--- src/ugie_pkg.sv ---
// ********************************************************************
// constants for the global interrupt enable block
// ********************************************************************
package ugie_pkg;

  // ******************************************************************
  // bus geometry
  // ******************************************************************
  localparam int          ADDR_W = 12;
  localparam int          DATA_W = 32;
  localparam int          BE_W   = 4;

  // ******************************************************************
  // register offsets (byte addresses)
  // ******************************************************************
  localparam logic [11:0] FLAGS_OFS  = 12'h014;
  localparam logic [11:0] ENABLE_OFS = 12'h018;

  // host-only and device-only register windows
  localparam logic [11:0] HOST_WIN_LO = 12'h400;
  localparam logic [11:0] HOST_WIN_HI = 12'h7fc;
  localparam logic [11:0] DEV_WIN_LO  = 12'h800;
  localparam logic [11:0] DEV_WIN_HI  = 12'hbfc;

  // ******************************************************************
  // reset values
  // ******************************************************************
  localparam logic [31:0] ENABLE_RST = 32'h0000_0000;
  localparam logic [31:0] FLAGS_RST  = 32'h0000_0000;

  // ******************************************************************
  // enable field positions
  // ******************************************************************
  localparam int WAKEUP_IRQ_EN_BIT       = 31;
  localparam int SESSION_IRQ_EN_BIT      = 30;
  localparam int DISCONNECT_IRQ_EN_BIT   = 29;
  localparam int ID_PIN_IRQ_EN_BIT       = 28;
  localparam int PERIODIC_TXF_IRQ_EN_BIT = 26;
  localparam int HOST_CHAN_IRQ_EN_BIT    = 25;
  localparam int HOST_PORT_IRQ_EN_BIT    = 24;
  localparam int PERIODIC_INC_IRQ_EN_BIT = 21;
  localparam int ISO_IN_INC_IRQ_EN_BIT   = 20;
  localparam int OUT_EP_IRQ_EN_BIT       = 19;
  localparam int IN_EP_IRQ_EN_BIT        = 18;
  localparam int FRAME_END_IRQ_EN_BIT    = 15;
  localparam int ISO_DROP_IRQ_EN_BIT     = 14;
  localparam int SPEED_DONE_IRQ_EN_BIT   = 13;
  localparam int BUS_RESET_IRQ_EN_BIT    = 12;
  localparam int SUSPEND_IRQ_EN_BIT      = 11;
  localparam int EARLY_SUSP_IRQ_EN_BIT   = 10;
  localparam int OUT_NAK_IRQ_EN_BIT      = 7;
  localparam int NP_IN_NAK_IRQ_EN_BIT    = 6;
  localparam int NP_TXF_IRQ_EN_BIT       = 5;
  localparam int RXF_NE_IRQ_EN_BIT       = 4;
  localparam int FRAME_START_IRQ_EN_BIT  = 3;
  localparam int DUAL_ROLE_IRQ_EN_BIT    = 2;
  localparam int MODE_FAULT_BIT          = 1;
  localparam int CURRENT_ROLE_BIT        = 0;

  // ******************************************************************
  // role groups of the enable bits
  // ******************************************************************
  localparam logic [31:0] BOTH_ROLE_MASK   = 32'hd020_001e;
  localparam logic [31:0] HOST_ONLY_MASK   = 32'h0700_0020;
  localparam logic [31:0] DEVICE_ONLY_MASK = 32'h201c_fcc0;
  localparam logic [31:0] WRITABLE_MASK    = 32'hf73c_fcfe;

  localparam logic        ROLE_DEVICE = 1'b0;
  localparam logic        ROLE_HOST   = 1'b1;

  // ******************************************************************
  // shared decoding
  // ******************************************************************
  function automatic logic [31:0] role_mask(input logic role);
    role_mask = BOTH_ROLE_MASK | (role ? HOST_ONLY_MASK : DEVICE_ONLY_MASK);
  endfunction

  function automatic logic [31:0] lane_mask(input logic [3:0] be);
    lane_mask = {{8{be[3]}}, {8{be[2]}}, {8{be[1]}}, {8{be[0]}}};
  endfunction

endpackage
--- src/ugie_core.sv ---
// The Avalon-MM register port was decided locally.
`timescale 1ns/10ps
`default_nettype none
module ugie_core
  import ugie_pkg::*;
(
  input  wire logic                      clk,
  input  wire logic                      nrst,
  input  wire logic [ugie_pkg::ADDR_W-1:0] avs_address,
  input  wire logic                      avs_read,
  input  wire logic                      avs_write,
  input  wire logic [ugie_pkg::DATA_W-1:0] avs_writedata,
  input  wire logic [ugie_pkg::BE_W-1:0]   avs_byteenable,
  output logic [ugie_pkg::DATA_W-1:0]      avs_readdata,
  output logic                           avs_waitrequest,
  input  wire logic [31:0]               flag_set,
  input  wire logic                      current_role,
  output logic                           irq_q
);
  import ugie_pkg::*;

  // ******************************************************************
  // state
  // ******************************************************************
  logic [31:0] enable_q;
  logic [31:0] flags_q;
  logic        wait_q;
  logic [31:0] rdata_q;
  logic        req;
  logic        commit;
  logic        hit_enable;
  logic        hit_flags;
  logic        hit_host_win;
  logic        hit_dev_win;
  logic        wrong_role;
  logic [31:0] wmask;
  logic [31:0] flags_set_d;
  logic [31:0] flags_clr_d;
  logic [31:0] flags_view;
  logic [31:0] rdata_d;

  // ******************************************************************
  // address decode
  // ******************************************************************
  always_comb begin
    req          = avs_read | avs_write;
    commit       = req & ~wait_q;
    hit_enable   = (avs_address == ENABLE_OFS);
    hit_flags    = (avs_address == FLAGS_OFS);
    hit_host_win = (avs_address >= HOST_WIN_LO) && (avs_address <= HOST_WIN_HI);
    hit_dev_win  = (avs_address >= DEV_WIN_LO) && (avs_address <= DEV_WIN_HI);
    wrong_role   = (hit_host_win && (current_role == ROLE_DEVICE)) ||
                   (hit_dev_win && (current_role == ROLE_HOST));
    wmask        = lane_mask(avs_byteenable);
  end

  // ******************************************************************
  // bus handshake: one wait cycle, then one answer cycle
  // ******************************************************************
  always_ff @(posedge clk or negedge nrst) begin
    if (!nrst) begin
      wait_q <= 1'b1;
    end else begin
      wait_q <= !(req && wait_q);
    end
  end

  // ******************************************************************
  // read path
  // ******************************************************************
  always_comb begin
    flags_view = flags_q;
    flags_view[CURRENT_ROLE_BIT] = current_role;
    rdata_d = 32'h0000_0000;
    if (avs_read && wait_q) begin
      if (hit_enable) begin
        rdata_d = enable_q;
      end else if (hit_flags) begin
        rdata_d = flags_view;
      end
    end
  end

  always_ff @(posedge clk or negedge nrst) begin
    if (!nrst) begin
      rdata_q <= 32'h0000_0000;
    end else begin
      rdata_q <= rdata_d;
    end
  end

  // ******************************************************************
  // enable register
  // ******************************************************************
  always_ff @(posedge clk or negedge nrst) begin
    if (!nrst) begin
      enable_q <= ENABLE_RST;
    end else if (commit && avs_write && hit_enable) begin
      // reserved bits stay zero
      enable_q <= (enable_q & ~(wmask & WRITABLE_MASK)) |
                  (avs_writedata & wmask & WRITABLE_MASK);
    end
  end

  // ******************************************************************
  // flag register: events set, write one clears, set wins
  // ******************************************************************
  always_comb begin
    flags_set_d = flag_set & WRITABLE_MASK;
    if (commit && wrong_role) begin
      flags_set_d[MODE_FAULT_BIT] = 1'b1;
    end
    flags_clr_d = 32'h0000_0000;
    if (commit && avs_write && hit_flags) begin
      flags_clr_d = avs_writedata & wmask & WRITABLE_MASK;
    end
  end

  always_ff @(posedge clk or negedge nrst) begin
    if (!nrst) begin
      flags_q <= FLAGS_RST;
    end else begin
      flags_q <= (flags_q & ~flags_clr_d) | flags_set_d;
    end
  end

  // ******************************************************************
  // interrupt request
  // ******************************************************************
  // role groups
  ugie_irq_gate u_gate (
    .clk          (clk),
    .nrst         (nrst),
    .flags        (flags_q),
    .enable       (enable_q),
    .current_role (current_role),
    .irq_q        (irq_q)
  );

  // ******************************************************************
  // outputs
  // ******************************************************************
  always_comb begin
    avs_waitrequest = wait_q;
    avs_readdata    = rdata_q;
  end

  // ******************************************************************
  // checks
  // ******************************************************************
  logic [31:0] live_en;
  logic        seen_wr_q;

  always_comb begin
    live_en = enable_q & role_mask(current_role);
  end

  always_ff @(posedge clk or negedge nrst) begin
    if (!nrst) begin
      seen_wr_q <= 1'b0;
    end else if (commit && avs_write && hit_enable) begin
      seen_wr_q <= 1'b1;
    end
  end
endmodule // ugie_core
`default_nettype wire

--- src/ugie_irq_gate.sv ---
`timescale 1ns/10ps
`default_nettype none
// ********************************************************************
// interrupt request gate
// ********************************************************************
module ugie_irq_gate
  import ugie_pkg::*;
(
  input  wire logic        clk,
  input  wire logic        nrst,
  input  wire logic [31:0] flags,
  input  wire logic [31:0] enable,
  input  wire logic        current_role,
  output logic             irq_q
);
  import ugie_pkg::*;

  logic [31:0] live_en;
  logic        irq_d;

  // role filter on the enables
  always_comb begin
    live_en = enable & role_mask(current_role);
    irq_d   = |(flags & live_en);
  end

  // one level request, refreshed each clock
  always_ff @(posedge clk or negedge nrst) begin
    if (!nrst) begin
      irq_q <= 1'b0;
    end else begin
      irq_q <= irq_d;
    end
  end

endmodule // ugie_irq_gate
`default_nettype wire

--- config.mk ---
export PLATFORM = sky130hd
export DESIGN_NAME = ugie_core
export DESIGN_NICKNAME = d
export VERILOG_FILES = /design/src/ugie_pkg.sv /design/src/ugie_core.sv /design/src/ugie_irq_gate.sv
export SDC_FILE = /design/constraint.sdc
export NUM_CORES = 1
export LEC_CHECK = 0
export BUFFER_PORTS_ARGS = -buffer_cell sky130_fd_sc_hd__buf_2
export CAP_MARGIN = 20
export CELL_PAD_IN_SITES_DETAIL_PLACEMENT = 1
export CELL_PAD_IN_SITES_GLOBAL_PLACEMENT = 1
export CORE_ASPECT_RATIO = 1.5
export CORE_UTILIZATION = 34
export DETAILED_ROUTE_END_ITERATION = 10
export PLACE_DENSITY_LB_ADDON = 0.1
export SLEW_MARGIN = 15
export SYNTH_ARGS = -nofsm -noshare
export SYNTH_HDL_FRONTEND = slang
export SYNTH_SLANG_ARGS = --single-unit
--- constraint.sdc ---
create_clock -name clk -period 1.6 [get_ports clk]
set_input_delay 0.32 -clock clk [delete_from_list [all_inputs] [get_ports clk]]
set_output_delay 0.32 -clock clk [all_outputs]
set_load 0.005 [all_outputs]
After elaboration in Yosys (flattened, before gate mapping)
Index checks and enable logic that the tools add are counted.
Operators by class
  $lt $le $gt $ge: 4
  equality and inequality tests: 2
  mux-type cells: 6
  bitwise logic cells: 13
  reduce and logical (&&, ||, !) cells: 13
Operator list (count)
  32-bit AND: 5
  32-bit 2-to-1 mux: 4
  32-bit NOT: 2
  32-bit bitwise OR: 2
  32-bit OR reduction: 1
  30-bit 2-to-1 mux: 1
  12-bit by 5-bit equality test with 1-bit output, second input constant: 2
  12-bit by 11-bit greater-or-equal comparator with 1-bit output, second input constant: 1
  12-bit greater-or-equal comparator, second input constant: 1
  12-bit by 11-bit less-or-equal comparator with 1-bit output, second input constant: 1
  12-bit less-or-equal comparator, second input constant: 1
  1-bit logical AND: 10
  1-bit NOT: 2
  1-bit AND: 1
  1-bit zero test: 1
  1-bit logical OR: 1
  1-bit 2-to-1 mux: 1
  1-bit bitwise OR: 1
Word-level totals
  register bits after elaboration: 98
  output and inout port bits: 34
  logic and storage cells: 43

Logic depth before layout (Yosys ltp)
Gate-level depths: netlist of the first run.
  depth in word-level cells: 8
  gate-level depth with buffers: 7
  depth with buffers taken out: 4

Modules after synthesis
From an unflattened synthesis of the first run, not the netlist that was laid out.
Unflattened totals
  cell total of the unflattened synthesis: 247
  area total of the unflattened synthesis: 3165.5 µm²
By module, submodules not included
  ugie_core: times used 1, cells an instance 226, area each 2989.1 µm², seq. area each 1853.0 µm²
  ugie_irq_gate: times used 1, cells an instance 21, area each 176.4 µm², seq. area each 25.0 µm²

Worst setup path after synthesis of the first run
OpenSTA, ideal clock, no wires.
  path kind: input port to flip-flop
  start point: in avs_address[5] in the netlist's numbering
  end point: reg with a tool-made name
  arrival time: 1.847 ns
  data required time: 1.475 ns
  setup slack: -0.372 ns
  cell stages on the path: 5
  cells stage by stage: or4b_1 -> buf_6 -> nor3b_4 -> nand3_2 -> mux2_2
RTL lines
  start, declared: line ugie_core.sv:9  | input wire logic [ugie_pkg::ADDR_W-1:0] avs_address,

Worst setup path after layout of the first run
  start point: in avs_address[3] in the netlist's numbering
  end point: reg rdata_q[30], in the netlist avs_readdata[30]
Between the ends
  cells in the longest elaborated chain, start to end: 4
  elaborated cells between the ends (all ways): 5
  classes of those cells: eq/ne: 2; mux: 3
RTL lines
  12-bit by 5-bit equality test with 1-bit output: line ugie_core.sv:49  | hit_flags = (avs_address == FLAGS_OFS);
  32-bit 2-to-1 mux: line ugie_core.sv:78  | end else if (hit_flags) begin
  32-bit 2-to-1 mux (*): line ugie_core.sv:76  | if (hit_enable) begin
  32-bit 2-to-1 mux (*): line ugie_core.sv:75  | if (avs_read && wait_q) begin
  named net rdata_d[30]: line ugie_core.sv:40  | logic [31:0] rdata_d;
  end signal, assigned: line ugie_core.sv:88  | rdata_q <= rdata_d;
  end, declared: line ugie_core.sv:28  | logic [31:0] rdata_q;
Mark *: on every way through the listed nets, which the timed path passes. The rest lies on a longest branch.
A chain may end at the register's enable or synchronous reset.

==> flow_summary_export.csv, run 1 <==
group,metric,value,unit
synthesis,synth-edff-count,0,
finish,regArea,1878,µm²
cts,cts_buffer_depth,2,
synthesis,yosysMostFrequentCell,"dfrtp_1",
worst_hold_path,hold_class,"primary input to flop",
finish,multi_input_area,1311,µm²
timing,rsz0062_at_grt,"true",
place,port_buffers,95,
floorplanning,core_region_area,8934,µm²
floorplanning,start_util,0.3534,
status,outcome,"finished, violations left",
synthesis,synthAdderAreaFrac,0,
setup_path,crit_family,"simple AND/OR/NAND/NOR gates",
grt,first_global_vias,2650,
route,wl_per_cell,17.70,µm
finish,antennaDiodeCount,0,
setup_path,worstPathCellList,"buf_2 -> or4b_4 -> buf_6 -> nor3_2 -> and4b_2 -> buf_6 -> a22o_1",
route,firstDrtPassIters,4,
cts,clk_pin_slew,0.06,ns
grt,gr-total-overflow,0,
setup_path,crit_path_max_incr_delay,0.53,ns
setup_path,crit_fanout,8,
setup_path,crit_required,1.87,ns
cts,cts_tree,"yes",
synthesis,yosysWarnings,0,
setup_path,worst-path-buf-inv,3,
timing,fin_worst_skew,0.004628,ns
floorplanning,rows,42,
synthesis,synthTopCellsByCount,"dfrtp_1 (74), a22o_1 (26), nand2_1 (26)",
timing,worst_slack,-0.05943,ns
grt,grt_pass1_wl,13300,µm
setup_path,critPathKind,"primary input to flop",
synthesis,async_flop_share,1.000,
setup_path,crit_start,"avs_address[3]",
setup_path,worstPathArrival,1.93,ns
cts,clkLatencyLatePin,0.34,ns
synthesis,synth_cell_type_count,37,
setup_path,setup.worst_path.end_class,"flop",
synthesis,synth_top_family_by_area,"compound AO/OA/AOI/OAI gates",
route,vias_per_cell,5.089,
route,drc,0,
route,wl,8371,µm
synthesis,seq_area_frac_synth,0.5949,
cts,cts_buffers,9,
job,max_cap_violations,0,
synthesis,yosys-top-cells-area,"dfrtp_1 (59%), mux2_2 (8.6%), a22o_1 (7.2%)",
place,dp_hpwl,6274,µm
finish,final_core_util,0.4968,
grt,grt_max_degree,30,
setup_path,r2r_start,"avs_waitrequest",
floorplanning,die_y,120.0,µm
setup_path,crit_top_cell,"buf_6",
synthesis,synth_compound_area_frac,0.1593,
finish,drive_gt1_frac,0.5344,
grt,grt_use_total,0.1904,
cts,cts.sinks,75,
timing,period_minus_slack,1.659,ns
floorplanning,chipWidth,80.68,µm
finish,area_growth,40.59,%
synthesis,synthSimpleGateAreaFrac,0.1264,
timing,fmax,602.6,MHz
setup_path,startpoint_type,"primary input",
floorplanning,ioPinCount,119,
status,violations,"negative setup slack",
timing,hold_viol,0,
synthesis,synth_top_flop_cell,"dfrtp_1",
timing,finalCritPeriodShare,1.037,
setup_path,cp_slowest_cell,"or4b_4",
synthesis,ys_ff_latch,75,
route,antenna_left,0,
synthesis,synth_top_area_cell,"dfrtp_1",
finish,finalInstanceArea,4438,µm²
cts,htreeDepth,3,
synthesis,synth_area,3157,µm²
power,power_density,1005,nW/µm²
power,peakVddDrop,0.5359,mV
finish,nFillCells,951,
place,gp_congestion,0.7835,
timing,fin_tns_setup,-0.9492,ns
timing,finalMaxSlewViolations,0,
timing,setup_viol,43,
synthesis,synth_xor_area_frac,0,
route,drt_iter0_drc,47,
place,dpl_cell_area,3913,µm²
floorplanning,die-area,9682,µm²
route,vias,2407,
cts,cts_root_buf,"clkbuf_16",
synthesis,muxShareOfSynthArea,0.08561,
finish,fin_nets,444,
synthesis,syn_avg_cell_area,13.26,µm²
grt,grt_antenna_before_repair,0,
power,p_leak,2.116,nW
worst_hold_path,min_from,"flag_set[26]",
power,power,4.458,mW
synthesis,syn_inst,238,
synthesis,yosysTopAreaCellShare,0.5866,
## path summary, 6_finish.rpt
kind                                     to  slack, ns  cells after the start
max in group asynchronous   avs_waitrequest       0.60                      3
min reg2reg                     flags_q[29]       0.51                      1
min in group asynchronous  avs_readdata[14]       0.45                      2
max reg2reg                            flop       0.14                      4
max                        avs_readdata[30]      -0.06                      7
min                             flags_q[26]       0.16                      2
## area by class of cell
type	instances	area share
clock inverters	6	0.02594
multi-input cells	154	0.2955
clock buffers	9	0.05075
repair buffers	119	0.1737
flip-flops and latches	75	0.4232
well taps	110	0.03101
## where the power goes
part / leakage [nW] / internal [mW] / switching (mW)
Clock: 0.162 / 1.52 / 0.784
Combinational: 1.04 / 0.113 / 0.131
Sequential: 0.918 / 1.90 / 0.00782
## through the flow
step | setup slack (ns) | std cells | hold slack [ns]
floorplan | -0.3504 | 244 | 0.02441
global placement | -0.4672 | 455 | 0.2759
detailed placement | -0.5072 | 455 | 0.2773
global route | -0.09716 | 473 | 0.1501
finish | -0.05943 | 473 | 0.1577
CTS | -0.04894 | 471 | 0.1502
## worst reg2reg max path, stage by stage, from the launching register on
cell and delay, ns:
dfstp_2 0.60, nor2b_1 0.06, buf_4 0.17, nand3_4 0.15, mux2_2 0.35
## layer usage
metal / vias up / share of wire / global-route usage
li1: 1121 / - / -
met1: 1210 / 0.38 / 0.2075
met2: 62 / 0.55 / 0.3337
met3: 14 / 0.045 / 0.05551
met4: 0 / 0.025 / 0.08371
met5: - / 0 / 0
## cells by family (layout without fill, tap and decap cells)
logic type,after synthesis,count (layout)
AO/OA/AOI/OAI,63,63
buffers and inverters,15,134
flip-flops,75,75
multiplexers,24,24
other,1,7
AND/OR/NAND/NOR,60,60
## cells in the final DEF, fill, tap and decap left out, types with 4 or more instances in the layout
| cell type | Yosys | layout |
|---|---|---|
| buf_2 | 4 | 91 |
| dfrtp_1 | 74 | 74 |
| a22o_1 | 26 | 26 |
| mux2_2 | 24 | 24 |
| a21o_1 | 23 | 23 |
| nand2_2 | 0 | 22 |
| buf_6 | 1 | 12 |
| buf_4 | 9 | 10 |
| clkbuf_16 | 0 | 9 |
| conb_1 | 1 | 7 |
| a22oi_1 | 5 | 5 |
| nor2_1 | 4 | 4 |
| nand3b_1 | 4 | 4 |
| nor4_4 | 1 | 4 |
| nand4_1 | 4 | 4 |
| nand2_1 | 26 | 4 |
| nand3_4 | 3 | 4 |
| buf_12 | 0 | 4 |
## timing repair
action / in CTS / in global routing
buffers inserted: 0 / 1
hold buffers: 1 / 0
gates resized for setup: 30 / 15
pin swaps: 40 / 7
endpoints found under the setup margin: 56 / 70
cloned: 0 / 1
hold endpoints to repair: 27 / 0
(Power assumes the default switching activity.)
==> inputs of run 2 (changes only) <==
--- a/constraint.sdc
+++ b/constraint.sdc
@@ -3,2 +3,2 @@
 set_output_delay 0.32 -clock clk [all_outputs]
-set_load 0.005 [all_outputs]
+set_load 0.1 [all_outputs]
==> run 2 against run 1 <==
- the run still ends with negative setup slack left
- first-iteration DRC count grew 64%
- setup slack gained 0.041 ns
- core utilization shrank 0.80 points
- global-route usage shrank 0.63 points
- final cell count grew 0.21%
==> flow_summary_export.csv, run 2 (synthesized netlist as in run 1, its figures left out) <==
group,metric,value,unit
power,peakVddDrop,0.6627,mV
setup_path,r2r_cells,4,
timing,max_slew.worst_pin.slew,0.5177,ns
finish,antennaDiodeCount,0,
power,p_leak,2.092,nW
cts,htreeDepth,3,
place,dp_slack,-0.4834,ns
cts,cts_tree,"yes",
cts,cts_root_buf,"clkbuf_16",
grt,grt_max_degree,41,
setup_path,worstPathArrival,1.85,ns
timing,hold_viol,0,
floorplanning,core_region_area,8934,µm²
floorplanning,start_util,0.3534,
status,outcome,"finished, violations left",
timing,finalMaxSlewViolations,0,
floorplanning,ioPinCount,119,
setup_path,r2r_start,"avs_waitrequest",
status,violations,"negative setup slack",
setup_path,crit_path_max_incr_delay,0.59,ns
route,antenna_left,0,
place,dp_hpwl,6153,µm
finish,area_growth,38.33,%
finish,final_core_util,0.4888,
place,gp_congestion,0.7982,
timing,fmax,617.8,MHz
place,port_buffers,95,
cts,clkLatencyLatePin,0.34,ns
setup_path,crit_top_cell,"buf_6",
setup_path,critPathKind,"primary input to flop",
floorplanning,chipWidth,80.68,µm
route,vias,2387,
setup_path,worstPathCellList,"buf_6 -> or4b_4 -> buf_6 -> nor4_4 -> buf_6 -> nand2_2 -> a21o_1",
setup_path,worst-path-buf-inv,3,
grt,grt_use_total,0.1841,
floorplanning,rows,42,
route,drt_iter0_drc,77,
route,wl_per_cell,17.04,µm
setup_path,crit_start,"avs_address[5]",
timing,rsz0062_at_grt,"true",
timing,fin_worst_skew,0.005300,ns
floorplanning,die-area,9682,µm²
job,max_cap_violations,0,
setup_path,crit_cells,7,
timing,worst_hold_slack,0.1550,ns
timing,setup_viol,21,
power,power,4.200,mW
route,drc,0,
route,vias_per_cell,5.036,
cts,cts_buffers,9,
finish,layout_commonest_cell,"buf_2",
setup_path,crit_end,"flags_q[24]",
setup_path,setup.worst_path.end_class,"flop",
route,wl,8079,µm
timing,worst_slack,-0.01859,ns
grt,grt_pass1_wl,12720,µm
grt,grt_antenna_before_repair,0,
grt,first_global_vias,2558,
setup_path,crit_family,"simple AND/OR/NAND/NOR gates",
floorplanning,die_y,120.0,µm
cts,cts_buffer_depth,2,
setup_path,crit_required,1.83,ns
setup_path,worst-r2r-setup-slack,0.20,ns
setup_path,crit_fanout,7,
route,firstDrtPassIters,4,
timing,finalCritPeriodShare,1.012,
worst_hold_path,hold_class,"primary input to flop",
finish,fin_nets,444,
cts,cts.sinks,75,
timing,period_minus_slack,1.619,ns
grt,gr-total-overflow,0,
setup_path,startpoint_type,"primary input",
timing,fin_tns_setup,-0.1478,ns
finish,most-common-layout-cells,"buf_2 (89), dfrtp_1 (74), a22o_1 (26)",
cts,clk_pin_slew,0.06,ns
power,power_density,961.8,nW/µm²
timing,max_slew_margin,0.6572,
finish,drive_gt1_frac,0.5110,
setup_path,cp_slowest_cell,"or4b_4",
run 2: cell types whose count changed in the layout (fill, tap and decap cells not counted), sizes merged:
cell | before | now
bufinv | 3 | 0
clkbuf | 9 | 13
run 2: stage by stage:
step                      instance area, µm²  instances
after floorplan                         3222        244
after global placement                  3915        455
after detailed placement                3915        455
after CTS                               4267        472
after global routing                    4367        474
final                                   4367        474
run 2: cell type report:
cell class,instances,area [µm²]
fillers,992,4567
flip-flops and latches,75,1878
multi-input cells,154,1284
repair buffers,119,775.7
clock buffers,13,270.3
well taps,110,137.6
clock inverters,3,21.27
run 2: per-layer routing:
metal / wire length (µm) / vias to the layer above / GRT usage
li1: - / 1114 / -
met1: 3000 / 1192 / 0.1947
met2: 4462 / 66 / 0.3279
met3: 396 / 15 / 0.04791
met4: 219 / 0 / 0.09152
met5: 0 / - / 0
run 2: worst reg2reg max path, delay by kind of cell (launching register included):
kind | cells | cell delay [ns]
flops | 1 | 0.57
buf+inv | 1 | 0.17
mux | 1 | 0.35
simple gates | 2 | 0.20
run 2: power breakdown:
group,total (mW),internal (mW),leakage (nW),switching (mW)
Sequential,1.91,1.90,0.918,0.00544
Clock,1.93,1.18,0.142,0.758
Combinational,0.355,0.123,1.03,0.232
run 2: how the worst min path moves through the flow:
stage                      start           to  slack [ns]  cells after the start
floorplan                   nrst    async pin        0.02                      0
global placement            nrst  flags_q[14]        0.22                      1
detailed placement          nrst  flags_q[12]        0.22                      1
CTS                 flag_set[19]  flags_q[19]        0.15                      2
global route        flag_set[12]  flags_q[12]        0.15                      2
finish              flag_set[29]  flags_q[29]        0.15                      2
run 2: repair_timing:
item | CTS | global route
hold buffers | 1 | 0
gates cloned | 0 | 0
resized for setup | 12 | 22
setup endpoints to repair | 57 | 72
pin swaps | 23 | 19
hold endpoints to repair | 16 | 0
buffers inserted | 0 | 2
==> inputs of run 3 (changes only) <==
CORE_UTILIZATION = 30   (was 34)
PLACE_DENSITY = 0.69   (was unset)
PLACE_DENSITY_LB_ADDON = unset   (was 0.1)
==> run 3 against run 2 <==
- the run still ends with negative setup slack left
- largest power group is now registers
- first-iteration DRC count up 6.5%
- count of clock-buffer cells in the layout down 1
- combinational power up 4%
- sequential share of layout area down 1.0 points
==> flow_summary_export.csv, run 3 (synthesized netlist as in run 1, its figures left out) <==
group,metric,value,unit
power,p_comb_frac,0.088,
finish,final_core_util,0.4390,
route,drc,0,
floorplanning,chipWidth,85.76,µm
grt,grt_use_total,0.1711,
setup_path,critPathKind,"primary input to flop",
route,wl_per_cell,17.01,µm
route,wl,8642,µm
power,switching_share,0.2306,
timing,fin_worst_skew,0.004398,ns
setup_path,crit_family,"simple AND/OR/NAND/NOR gates",
timing,finalCritPeriodShare,1.057,
cts,clk_pin_slew,0.06,ns
finish,drive_gt1_frac,0.5177,
route,antenna_left,0,
timing,fmax,591.5,MHz
timing,rsz0062_at_grt,"true",
setup_path,setup.worst_path.end_class,"flop",
setup_path,worst-path-buf-inv,2,
timing,setup_viol,52,
timing,worst_slack,-0.09049,ns
route,firstDrtPassIters,4,
route,drt_iter0_drc,82,
place,dp_hpwl,6398,µm
power,power.share.sequential,0.456,
floorplanning,start_util,0.3098,
status,violations,"negative setup slack",
timing,finalMaxSlewViolations,0,
setup_path,crit_path_max_incr_delay,0.60,ns
status,outcome,"finished, violations left",
cts,clkLatencyLatePin,0.33,ns
floorplanning,rows,45,
setup_path,crit_required,1.81,ns
place,gp_congestion,0.7661,
power,p_int,3.232,mW
grt,gr-total-overflow,0,
setup_path,crit_fanout,7,
job,max_cap_violations,0,
floorplanning,die-area,10950,µm²
grt,grt_antenna_before_repair,0,
cts,cts.sinks,75,
place,port_buffers,95,
grt,grt_pass1_wl,13810,µm
setup_path,cp_slowest_cell,"or4_4",
setup_path,startpoint_type,"primary input",
cts,cts_tree,"yes",
route,vias,2422,
finish,area_growth,41.74,%
route,vias_per_cell,4.768,
finish,fin_nets,448,
finish,finalInstanceArea,4474,µm²
place,dpl_cell_area,3986,µm²
power,switching_power,0.9687,mW
floorplanning,ioPinCount,119,
cts,htreeDepth,3,
floorplanning,core_region_area,10190,µm²
floorplanning,die_y,127.6,µm
timing,period_minus_slack,1.690,ns
worst_hold_path,hold_class,"primary input to flop",
grt,grt_max_degree,35,
power,p_leak,2.122,nW
power,power_density,938.9,nW/µm²
setup_path,worstPathArrival,1.91,ns
power,power,4.201,mW
power,pwr-share-clk,0.456,
power,peakVddDrop,0.4354,mV
finish,nFillCells,1101,
grt,first_global_vias,2666,
finish,most-common-layout-cells,"buf_2 (87), dfrtp_1 (74), a22o_1 (26)",
finish,antennaDiodeCount,0,
timing,hold_viol,0,
finish,layout_commonest_cell,"buf_2",
cts,cts_root_buf,"clkbuf_16",
cts,cts_buffer_depth,2,
cts,cts_buffers,9,
setup_path,worstPathCellList,"buf_6 -> or4_4 -> nor3b_4 -> buf_12 -> nand3_4 -> mux2_2",
-- run 3: cell count changes in the layout (fill, tap and decap cells not counted), moves of 2 or more --
cell	delta
nand2_2	+2
buf_6	-2
clkbuf_8	-3
nand2_1	-2
clkbuf_1	+2
buf_2	-2
buf_12	+2
buf_4	+5
-- run 3: worst register-to-register path: stages, from the launching register on --
cell and delay, ns:
dfstp_2 0.64, nor2b_1 0.09, buf_4 0.18, nand3_4 0.16, mux2_2 0.36
-- run 3: layer usage --
metal	part of all wire	vias to the layer above	wire length [µm]	GRT usage
met2	0.56	71	4817	0.3162
li1	-	1125	-	-
met3	0.044	11	379	0.04393
met4	0.015	0	129	0.05588
met1	0.38	1215	3315	0.1885
met5	0	-	0	0
-- run 3: area by class of cell --
class	instances	area (µm²)	share of cell area
clock buffer	12	236.5	0.05285
clock inverter	3	40.04	0.008949
multi-input combinational	154	1308	0.2922
sequential	75	1878	0.4197
tap	141	176.4	0.03943
timing repair buffer	123	835.8	0.1868
-- run 3: worst paths after layout --
path | from | to | slack (ns) | cells after the start
worst max register to register | avs_waitrequest | flop | 0.05 | 4
worst min-delay path | flag_set[18] | flags_q[18] | 0.16 | 2
max in group asynchronous | nrst | flags_q[30] | 0.58 | 3
worst min register to register | flags_q[29] | flags_q[29] | 0.51 | 1
worst max-delay path | avs_address[9] | flop | -0.09 | 6
min in group asynchronous | nrst | avs_readdata[24] | 0.42 | 2
-- run 3: power groups by stage --
stage | Combinational (mW) | Sequential, mW | Clock, mW
2_1_floorplan | 0.123 | 1.98 | 0
3_5_place_dp | 0.339 | 1.95 | 0
4_1_cts | 0.358 | 1.92 | 1.96
3_3_place_gp | 0.336 | 1.95 | 0
6_report | 0.369 | 1.92 | 1.92
5_1_grt | 0.396 | 1.92 | 2.03
-- run 3: timing repair --
| item | 4_1_cts | 5_1_grt |
|---|---|---|
| pin swaps | 27 | 8 |
| setup buffers | 1 | 4 |
| hold endpoints to repair | 18 | 0 |
| hold buffers | 1 | 0 |
| gates resized for setup | 27 | 13 |
| setup endpoints to repair | 57 | 69 |
-- run 3: per-stage QoR --
stage | worst slack, ns | hold WS (ns) | setup TNS, ns | instances
2_1_floorplan | -0.3505 | 0.02441 | -17.16 | 244
3_3_place_gp | -0.4872 | 0.2397 | -27.13 | 487
3_5_place_dp | -0.5206 | 0.2435 | -30.63 | 487
4_1_cts | -0.07338 | 0.1541 | -1.308 | 504
5_1_grt | -0.1341 | 0.1554 | -4.225 | 508
6_report | -0.09049 | 0.1625 | -2.120 | 508
